<file path="config.mk">
export PLATFORM = sky130hd
export DESIGN_NAME = sar_serial_readout
export DESIGN_NICKNAME = d
export VERILOG_FILES = /design/src/include/sar_pkg.sv /design/src/rtl/sar_pin_sync.sv /design/src/rtl/sar_word_shifter.sv /design/src/rtl/sar_serial_readout.sv
export SDC_FILE = /design/constraint.sdc
export NUM_CORES = 1
export LEC_CHECK = 0
export ABC_CLOCK_PERIOD_IN_PS = 3100
export BUFFER_PORTS_ARGS = -buffer_cell sky130_fd_sc_hd__buf_2
export CAP_MARGIN = 20
export CORE_MARGIN = 4
export CORE_UTILIZATION = 35
export CTS_BUF_LIST = sky130_fd_sc_hd__clkbuf_8
export DETAILED_ROUTE_END_ITERATION = 8
export PLACE_DENSITY = 0.54
export SLEW_MARGIN = 0
export SYNTH_ARGS = -nofsm -noshare
export SYNTH_HDL_FRONTEND = slang
export SYNTH_HIERARCHICAL = 1
export SYNTH_SLANG_ARGS = --single-unit
</file>
<file path="constraint.sdc">
create_clock -name clk -period 3.1 [get_ports clk]
set_clock_uncertainty 0.15 [all_clocks]
set_input_delay 0.62 -clock clk [delete_from_list [all_inputs] [get_ports clk]]
set_output_delay 0.62 -clock clk [all_outputs]
set_load 0.03 [all_outputs]
</file>
<file path="src/include/sar_pkg.sv">
`default_nettype none
package sar_pkg;

  // ----------------------------------------------------------------
  // frame geometry
  // ----------------------------------------------------------------
  localparam int unsigned   SAR_FRAME_BITS   = 16;
  localparam int unsigned   SAR_LEAD_ZEROS   = 2;
  localparam int unsigned   SAR_GLITCH_FALLS = 2;
  localparam int unsigned   SAR_WAKE_FALLS   = 10;
  localparam int unsigned   SAR_CNT_W        = 5;
  localparam logic [4:0]    SAR_FALL_CNT_RST = 5'h00;
  localparam logic [15:0]   SAR_WORD_RST     = 16'h0000;

  // ----------------------------------------------------------------
  // timing
  // ----------------------------------------------------------------
  localparam int unsigned   SAR_CLK_PERIOD_NS = 40;
  localparam int unsigned   SAR_ACQ_NS        = 60;
  localparam int unsigned   SAR_QUIET_NS      = 4;
  localparam int unsigned   SAR_ACQ_RAW       =
    (SAR_ACQ_NS + SAR_CLK_PERIOD_NS - 1) / SAR_CLK_PERIOD_NS;
  localparam int unsigned   SAR_ACQ_CYCLES    = (SAR_ACQ_RAW < 1) ? 1 : SAR_ACQ_RAW;
  localparam int unsigned   SAR_QUIET_RAW     =
    (SAR_QUIET_NS + SAR_CLK_PERIOD_NS - 1) / SAR_CLK_PERIOD_NS;
  localparam int unsigned   SAR_QUIET_CYCLES  = (SAR_QUIET_RAW < 1) ? 1 : SAR_QUIET_RAW;
  localparam int unsigned   SAR_IDLE_W        = 4;
  localparam logic [3:0]    SAR_IDLE_RST      = 4'(SAR_ACQ_CYCLES);

  // ----------------------------------------------------------------
  // modes
  // ----------------------------------------------------------------
  typedef enum logic [1:0] {SAR_PWR_NORMAL, SAR_PWR_PARTIAL, SAR_PWR_FULL} sar_power_t;
  typedef enum logic {SAR_FRM_IDLE, SAR_FRM_ACTIVE} sar_frame_t;
  localparam sar_power_t    SAR_POWER_RST = SAR_PWR_NORMAL;

  // serial clocks needed to finish a conversion
  function automatic logic [4:0] sar_conv_falls(input int unsigned res);
    return 5'(res + SAR_LEAD_ZEROS);
  endfunction : sar_conv_falls

  // falling edges after which the next rising edge returns to track
  function automatic logic [4:0] sar_track_falls(input int unsigned res);
    return 5'(res + 1);
  endfunction : sar_track_falls

endpackage : sar_pkg
`default_nettype wire

</file>
<file path="src/rtl/sar_pin_sync.sv">
`timescale 1ns/10ps
`default_nettype none
module sar_pin_sync #(
  parameter logic RESET_VAL = 1'b1
) (
  input  wire logic clk,
  input  wire logic reset_n,
  input  wire logic pin_in,
  output logic      level,
  output logic      rise,
  output logic      fall
);

  // ----------------------------------------------------------------
  // two-stage synchroniser and edge finder
  // ----------------------------------------------------------------
  logic meta_reg;
  logic sync_reg;
  logic last_reg;
  logic meta_next;
  logic sync_next;
  logic last_next;

  always_comb begin
    meta_next = pin_in;
    sync_next = meta_reg;
    last_next = sync_reg;
  end

  always_ff @(posedge clk or negedge reset_n) begin
    if (!reset_n) begin
      meta_reg <= RESET_VAL;
      sync_reg <= RESET_VAL;
      last_reg <= RESET_VAL;
    end else begin
      meta_reg <= meta_next;
      sync_reg <= sync_next;
      last_reg <= last_next;
    end
  end

  assign level = sync_reg;
  assign rise  = sync_reg & ~last_reg;
  assign fall  = ~sync_reg & last_reg;

endmodule : sar_pin_sync
`default_nettype wire

</file>
<file path="src/rtl/sar_word_shifter.sv">
`timescale 1ns/10ps
`default_nettype none
module sar_word_shifter (
  input  wire logic        clk,
  input  wire logic        reset_n,
  input  wire logic        load,
  input  wire logic        shift,
  input  wire logic [15:0] word_in,
  output logic             bit_out
);

  // ----------------------------------------------------------------
  // frame word, bit 15 leaves first
  // ----------------------------------------------------------------
  logic [15:0] word_reg;
  logic [15:0] word_next;

  always_comb begin
    word_next = word_reg;
    if (load) begin
      word_next = word_in;
    end else if (shift) begin
      word_next = {word_reg[14:0], 1'b0};
    end
  end

  always_ff @(posedge clk or negedge reset_n) begin
    if (!reset_n) begin
      word_reg <= sar_pkg::SAR_WORD_RST;
    end else begin
      word_reg <= word_next;
    end
  end

  assign bit_out = word_reg[15];

endmodule : sar_word_shifter
`default_nettype wire

</file>
<file path="src/rtl/sar_serial_readout.sv">
// Overview of operation
// - serial clock is both conversion clock and result shift clock.
// - select falling holds the sample, starts conversion, enables data output.
// - 12-bit needs 14 clocks; track resumes on rising edge after 13th fall.
// - 12-bit select rising before 14 clocks aborts and three-states output.
// - 12-bit 16-clock frame ends with two zeros; release on 16th fall.
// - 10-bit needs 12 clocks; track resumes on rising edge after 11th fall.
// - 10-bit select rising before 12 clocks aborts and three-states output.
// - 8-bit needs 10 clocks; track resumes on rising edge after 9th fall.
// - 8-bit select rising before 10 clocks aborts and three-states output.
// - 8-bit 16-clock frame ends with six zeros; release on 16th fall.
// - first leading zero at select fall; each later fall shifts next bit.
// - final bit launched on 15th falling edge, captured on the 16th.
// - 8-bit 10-clock frame: track resumes on ninth rising edge.
// - select rising between 2nd and 10th fall aborts normal mode into partial power-down.
// - select rising before 2nd fall keeps normal mode, a glitch guard.
// - frame held past 10th fall wakes the part; next conversion is valid.
`timescale 1ns/10ps
`default_nettype none
module sar_serial_readout #(
  parameter int unsigned RESOLUTION = 12
) (
  input  wire logic                  clk,
  input  wire logic                  reset_n,
  input  wire logic                  sclk_pin,
  input  wire logic                  cs_n_pin,
  input  wire logic [RESOLUTION-1:0] analog_code,
  output logic                       serial_result_out,
  output logic                       serial_result_out_oe,
  output logic                       track_mode,
  output var sar_pkg::sar_power_t    power_mode,
  output logic                       sample_pulse,
  output logic                       abort_pulse,
  output logic                       result_ready,
  output logic [RESOLUTION-1:0]      result_data,
  output logic                       result_valid,
  output logic                       acq_short
);

  // ----------------------------------------------------------------
  // constants of this resolution
  // ----------------------------------------------------------------
  localparam int unsigned PAD_BITS    = sar_pkg::SAR_FRAME_BITS - sar_pkg::SAR_LEAD_ZEROS
                                        - RESOLUTION;
  localparam logic [4:0]  CONV_FALLS  = sar_pkg::sar_conv_falls(RESOLUTION);
  localparam logic [4:0]  TRACK_FALLS = sar_pkg::sar_track_falls(RESOLUTION);
  localparam logic [4:0]  LAST_FALLS  = 5'(sar_pkg::SAR_FRAME_BITS);
  localparam logic [4:0]  GLITCH_FALLS = 5'(sar_pkg::SAR_GLITCH_FALLS);
  localparam logic [4:0]  WAKE_FALLS  = 5'(sar_pkg::SAR_WAKE_FALLS);
  localparam logic [3:0]  ACQ_CYCLES  = 4'(sar_pkg::SAR_ACQ_CYCLES);

  // ----------------------------------------------------------------
  // pin synchronisers
  // ----------------------------------------------------------------
  logic cs_n_lvl;
  logic cs_rise;
  logic cs_fall;
  logic sclk_lvl;
  logic sclk_rise;
  logic sclk_fall;

  sar_pin_sync #(.RESET_VAL(1'b1)) u_cs_sync (
    .clk     (clk),
    .reset_n (reset_n),
    .pin_in  (cs_n_pin),
    .level   (cs_n_lvl),
    .rise    (cs_rise),
    .fall    (cs_fall)
  );

  sar_pin_sync #(.RESET_VAL(1'b1)) u_sclk_sync (
    .clk     (clk),
    .reset_n (reset_n),
    .pin_in  (sclk_pin),
    .level   (sclk_lvl),
    .rise    (sclk_rise),
    .fall    (sclk_fall)
  );

  // ----------------------------------------------------------------
  // frame state
  // ----------------------------------------------------------------
  sar_pkg::sar_frame_t   frame_reg, frame_next;
  sar_pkg::sar_power_t   power_reg, power_next;
  sar_pkg::sar_power_t   start_pwr_reg, start_pwr_next;
  logic [4:0]            fall_reg, fall_next;
  logic                  oe_reg, oe_next;
  logic                  track_reg, track_next;
  logic [3:0]            idle_reg, idle_next;
  logic                  acq_reg, acq_next;
  logic [RESOLUTION-1:0] code_reg, code_next;
  logic [RESOLUTION-1:0] data_reg, data_next;
  logic                  valid_reg, valid_next;
  logic                  ready_reg, ready_next;
  logic                  sample_reg, sample_next;
  logic                  abort_reg, abort_next;
  logic                  load_word;
  logic                  shift_word;
  logic [15:0]           frame_word;

  assign frame_word = {{sar_pkg::SAR_LEAD_ZEROS{1'b0}}, analog_code, {PAD_BITS{1'b0}}};

  always_comb begin
    frame_next     = frame_reg;
    power_next     = power_reg;
    start_pwr_next = start_pwr_reg;
    fall_next      = fall_reg;
    oe_next        = oe_reg;
    track_next     = track_reg;
    acq_next       = acq_reg;
    code_next      = code_reg;
    data_next      = data_reg;
    valid_next     = valid_reg;
    ready_next     = 1'b0;
    sample_next    = 1'b0;
    abort_next     = 1'b0;
    load_word      = 1'b0;
    shift_word     = 1'b0;
    idle_next      = idle_reg;
    if (frame_reg == sar_pkg::SAR_FRM_IDLE && idle_reg < ACQ_CYCLES) begin
      idle_next = idle_reg + 4'h1;
    end
    unique case (frame_reg)
      sar_pkg::SAR_FRM_IDLE: begin
        if (cs_fall) begin
          // hold the sample, start converting, drive the first zero
          frame_next     = sar_pkg::SAR_FRM_ACTIVE;
          fall_next      = sar_pkg::SAR_FALL_CNT_RST;
          oe_next        = 1'b1;
          track_next     = 1'b0;
          load_word      = 1'b1;
          code_next      = analog_code;
          sample_next    = 1'b1;
          start_pwr_next = power_reg;
          acq_next       = (idle_reg < ACQ_CYCLES);
          idle_next      = 4'h0;
        end
      end
      sar_pkg::SAR_FRM_ACTIVE: begin
        if (cs_rise) begin
          frame_next = sar_pkg::SAR_FRM_IDLE;
          oe_next    = 1'b0;
          abort_next = (fall_reg < CONV_FALLS);
          idle_next  = 4'h0;
          if (fall_reg >= WAKE_FALLS) begin
            power_next = sar_pkg::SAR_PWR_NORMAL;
          end else if (start_pwr_reg != sar_pkg::SAR_PWR_NORMAL) begin
            power_next = sar_pkg::SAR_PWR_FULL;
          end else if (fall_reg >= GLITCH_FALLS) begin
            power_next = sar_pkg::SAR_PWR_PARTIAL;
          end else begin
            power_next = sar_pkg::SAR_PWR_NORMAL;
          end
          track_next = (power_next == sar_pkg::SAR_PWR_NORMAL);
        end else begin
          if (sclk_fall && fall_reg < LAST_FALLS) begin
            // the serial clock alone advances conversion and shifting
            fall_next  = fall_reg + 5'h01;
            shift_word = 1'b1;
            if (fall_next == LAST_FALLS) begin
              oe_next = 1'b0;
            end
            if (fall_next == WAKE_FALLS) begin
              power_next = sar_pkg::SAR_PWR_NORMAL;
            end
            if (fall_next == CONV_FALLS) begin
              ready_next = 1'b1;
              data_next  = code_reg;
              valid_next = (start_pwr_reg == sar_pkg::SAR_PWR_NORMAL) && !acq_reg;
            end
          end
          if (sclk_rise && fall_reg == TRACK_FALLS) begin
            track_next = 1'b1;
          end
          if ((sclk_rise || sclk_fall) && fall_reg == sar_pkg::SAR_FALL_CNT_RST
              && start_pwr_reg == sar_pkg::SAR_PWR_PARTIAL) begin
            track_next = 1'b1;
          end
        end
      end
    endcase
  end

  always_ff @(posedge clk or negedge reset_n) begin
    if (!reset_n) begin
      frame_reg     <= sar_pkg::SAR_FRM_IDLE;
      power_reg     <= sar_pkg::SAR_POWER_RST;
      start_pwr_reg <= sar_pkg::SAR_POWER_RST;
      fall_reg      <= sar_pkg::SAR_FALL_CNT_RST;
      oe_reg        <= 1'b0;
      track_reg     <= 1'b1;
      idle_reg      <= sar_pkg::SAR_IDLE_RST;
      acq_reg       <= 1'b0;
      code_reg      <= '0;
      data_reg      <= '0;
      valid_reg     <= 1'b0;
      ready_reg     <= 1'b0;
      sample_reg    <= 1'b0;
      abort_reg     <= 1'b0;
    end else begin
      frame_reg     <= frame_next;
      power_reg     <= power_next;
      start_pwr_reg <= start_pwr_next;
      fall_reg      <= fall_next;
      oe_reg        <= oe_next;
      track_reg     <= track_next;
      idle_reg      <= idle_next;
      acq_reg       <= acq_next;
      code_reg      <= code_next;
      data_reg      <= data_next;
      valid_reg     <= valid_next;
      ready_reg     <= ready_next;
      sample_reg    <= sample_next;
      abort_reg     <= abort_next;
    end
  end

  sar_word_shifter u_shifter (
    .clk     (clk),
    .reset_n (reset_n),
    .load    (load_word),
    .shift   (shift_word),
    .word_in (frame_word),
    .bit_out (serial_result_out)
  );

  assign serial_result_out_oe = oe_reg;
  assign track_mode           = track_reg;
  assign power_mode           = power_reg;
  assign sample_pulse         = sample_reg;
  assign abort_pulse          = abort_reg;
  assign result_ready         = ready_reg;
  assign result_data          = data_reg;
  assign result_valid         = valid_reg;
  assign acq_short            = acq_reg;

  // ----------------------------------------------------------------
  // assertions
  // ----------------------------------------------------------------
  logic start_c;
  logic run_c;
  assign start_c = (frame_reg == sar_pkg::SAR_FRM_IDLE) && cs_fall;
  assign run_c   = (frame_reg == sar_pkg::SAR_FRM_ACTIVE) && !cs_rise;
endmodule : sar_serial_readout
`default_nettype wire

</file>
==> impl_metrics.py <==
metrics = {
    "outcome": {
        "outcome": "finished, final reports clean",
    },
    "hold_path": {
        "hold_class": "flop to flop",
    },
    "logic_synthesis": {
        "synth_flop_cell": "dfrtp_1",
        "synth_edf_count": 0,
        "synth_compound_area_share_pct": 9.064,
        "synth_area_leaders": "dfrtp_1 (49%), nand2_1 (8.0%), dfstp_2 (7.0%)",
        "synth_top_cell_by_area": "dfrtp_1",
        "synthSimpleGateAreaFrac_pct": 16.21,
        "avgSynthCellArea_sq_um": 11.18,
        "synth_top_family_by_area": "simple AND/OR/NAND/NOR gates",
        "synthTopCellsByCount": "nand2_1 (64), dfrtp_1 (59), o21ai_0 (17)",
        "yosys_warnings": 6,
        "synthAdderAreaFrac_pct": 2.089,
        "ys_types": 45,
        "synthCells": 268,
        "synth_xor_xnor_area_share_pct": 0.5848,
        "synth_seq_cells": 67,
        "async_flop_share_pct": 100.0,
        "synth_most_common_cell": "nand2_1",
        "post_synth_mux_area_share_pct": 11.36,
        "syn_area_sq_mm": 0.002995,
        "seq_area_frac_synth_pct": 56.31,
        "synth_top_area_share_pct": 49.29,
    },
    "routing": {
        "drt_iter0_drc": 106,
        "dr.pass1.iters": 4,
        "via_count": 1995,
        "viasPerCell": 4.750,
        "drc": 0,
        "wl_per_cell_um": 13.25,
        "drt-total-wl_mm": 5.564,
        "drtAntennaViolNets": 0,
    },
    "cts": {
        "cts_root_buf": "clkbuf_8",
        "clkSinkCount": 67,
        "cts_tree": "yes",
        "path_clk_slew_ps": 80,
        "postCtsHoldBufs": 0,
        "cts_resized": 0,
        "cts-buffers-inserted": 9,
        "clk_latency_ps": 340,
        "postCtsSetupBuffers": 0,
        "htree_levels": 3,
        "cts_buffer_depth": 2,
    },
    "worst_setup_path": {
        "slowest_stage": "dfstp_2",
        "start_kind": "flop",
        "cp.required_ps": 3170,
        "crit_arrival_ps": 2460,
        "crit_chain": "and2b_2 -> nand4bb_4 -> clkinv_4 -> nand4b_4 -> o21ai_4 -> mux2_2",
        "worstSetupPathType": "flop to flop",
        "slowest_delay_ps": 530,
        "critPathCaptureType": "flop",
        "cp_top_family": "flip-flops",
        "crit_fanout": 23,
        "critPathBufInv": 1,
    },
    "flow_run": {
        "cap_violations": 0,
    },
    "timing": {
        "rsz0062_at_grt": "no",
        "max_freq_mhz": 418.4,
        "hold_viol": 0,
        "worst_pin_slew_ps": 828.1,
        "setup_violations": 0,
        "finalCriticalPeriod_ps": 2390,
        "slew_headroom_pct": 44.79,
        "finalMaxSlewViolations": 0,
        "tns_ps": 0,
        "period_share_pct": 77.10,
    },
    "floorplanning": {
        "die_y_um": 100.5,
        "start_util_pct": 36.27,
        "io_pins": 38,
        "fp-row-count": 33,
        "dieArea_sq_mm": 0.01010,
        "dieWidth_um": 100.5,
        "core_area_sq_mm": 0.008258,
    },
    "layout": {
        "drive_above_1_share_pct": 27.30,
        "fin_nets": 331,
        "final_area_sq_mm": 0.003457,
        "fillers": 821,
        "antenna-diode-count": 0,
        "largest_reg_flops": 16,
        "syn_to_final_growth_pct": 15.41,
    },
    "global_route": {
        "grt_pass1_wl_mm": 9.356,
        "grt_overflow": 0,
        "grt_usage_pct": 11.94,
        "antenna_found_initial": 0,
        "grt_pass1_vias": 1853,
        "grt_max_degree": 68,
    },
    "placement": {
        "postPlaceCellArea_sq_mm": 0.003257,
        "dp_hpwl_mm": 3.796,
        "numPortBuffers": 37,
        "place_congestion": 0.7900,
    },
    "power": {
        "irDropWorstVdd_uv": 269.3,
        "p_per_area_mw_per_mm2": 740.2,
        "p_leak_nw": 1.685,
        "design_power_total_mw": 2.559,
    },
}
==> worst register-to-register path: cells and delay by family, from the launching register on <==
family	cells	cell delay [ps]
compound gates	1	490
buf+inv	1	230
flops	1	530
mux	1	400
simple gates	3	480
==> path summary, 6_finish.rpt <==
check                                               start                                end  slack (ps)  cells past startpoint
setup / recovery           u_sclk_sync/last_reg$_DFF_PN1_         result_data[2]$_DFFE_PN0P_         710                      6
hold / removal             u_sclk_sync/meta_reg$_DFF_PN1_        u_sclk_sync/level$_DFF_PN1_         210                      0
setup reg to reg           u_sclk_sync/last_reg$_DFF_PN1_         result_data[2]$_DFFE_PN0P_         710                      6
hold reg to reg            u_sclk_sync/meta_reg$_DFF_PN1_        u_sclk_sync/level$_DFF_PN1_         210                      0
max in group asynchronous                         reset_n            fall_reg[1]$_DFFE_PN0P_        1940                      2
min in group asynchronous                         reset_n  u_shifter/word_reg[9]$_DFFE_PN0P_         310                      2
==> stage by stage <==
step / instances / setup slack, ps / hold WS, ps / utilization (%)
after floorplan: 271 / 1098 / 174.4 / -
after global placement: 404 / 741.0 / 196.9 / 39.44
after detailed placement: 404 / 693.9 / 197.0 / 39.44
after CTS: 420 / 686.8 / 207.1 / 41.86
after global routing: 420 / 579.9 / 199.9 / 41.86
final: 420 / 710.0 / 207.3 / 41.86
==> where the power goes <==
group	internal (mW)	leakage [nW]	switching [mW]
Sequential	1.11	0.849	0.166
Combinational	0.229	0.740	0.331
Clock	0.375	0.0958	0.353
Total	1.71	1.68	0.850
==> cells in the final DEF, fill, tap and decap left out, types with 4 or more instances in the layout <==
cell type and instances:
dfstp_2 8, mux2_4 9, inv_1 8, o22ai_1 4, conb_1 4, o21ai_1 9
mux2i_1 16, nor2_1 10, buf_2 37, o21ai_0 17, nand2_1 64, clkbuf_8 9
nand4_1 4, mux2_2 4, dfrtp_1 59, ha_1 5
==> logic make-up (layout without fill, tap and decap cells) <==
| kind of cell | after synthesis | after routing |
|---|---|---|
| AOI/OAI and AO/OA | 44 | 44 |
| xor gates and xnor gates | 2 | 2 |
| adders and majority gates | 5 | 5 |
| buffers and inverters | 21 | 65 |
| DFF | 67 | 67 |
| muxes | 29 | 29 |
| other | 1 | 4 |
| and+or+nand+nor | 99 | 99 |
==> routing by layer <==
metal,part of all wire (%),routed length [um],vias to the layer above,GRT usage (%)
li1,-,-,1001,-
met1,53,2925,939,18.11
met2,40,2251,44,15.44
met3,4.6,258,11,2.976
met4,2.3,130,0,6.218
met5,0,0,-,0
==> final cells by class <==
type / instances / area, sq um / area share, %
Multi-Input combinational cell: 183 / 1192 / 34.49
Inverter: 9 / 38.79 / 1.122
Clock inverter: 7 / 76.32 / 2.208
Tap cell: 105 / 131.4 / 3.800
Timing Repair Buffer: 40 / 207.7 / 6.008
Sequential cell: 67 / 1687 / 48.79
Clock buffer: 9 / 123.9 / 3.583
Note: power is estimated with default switching activity, not from simulation.
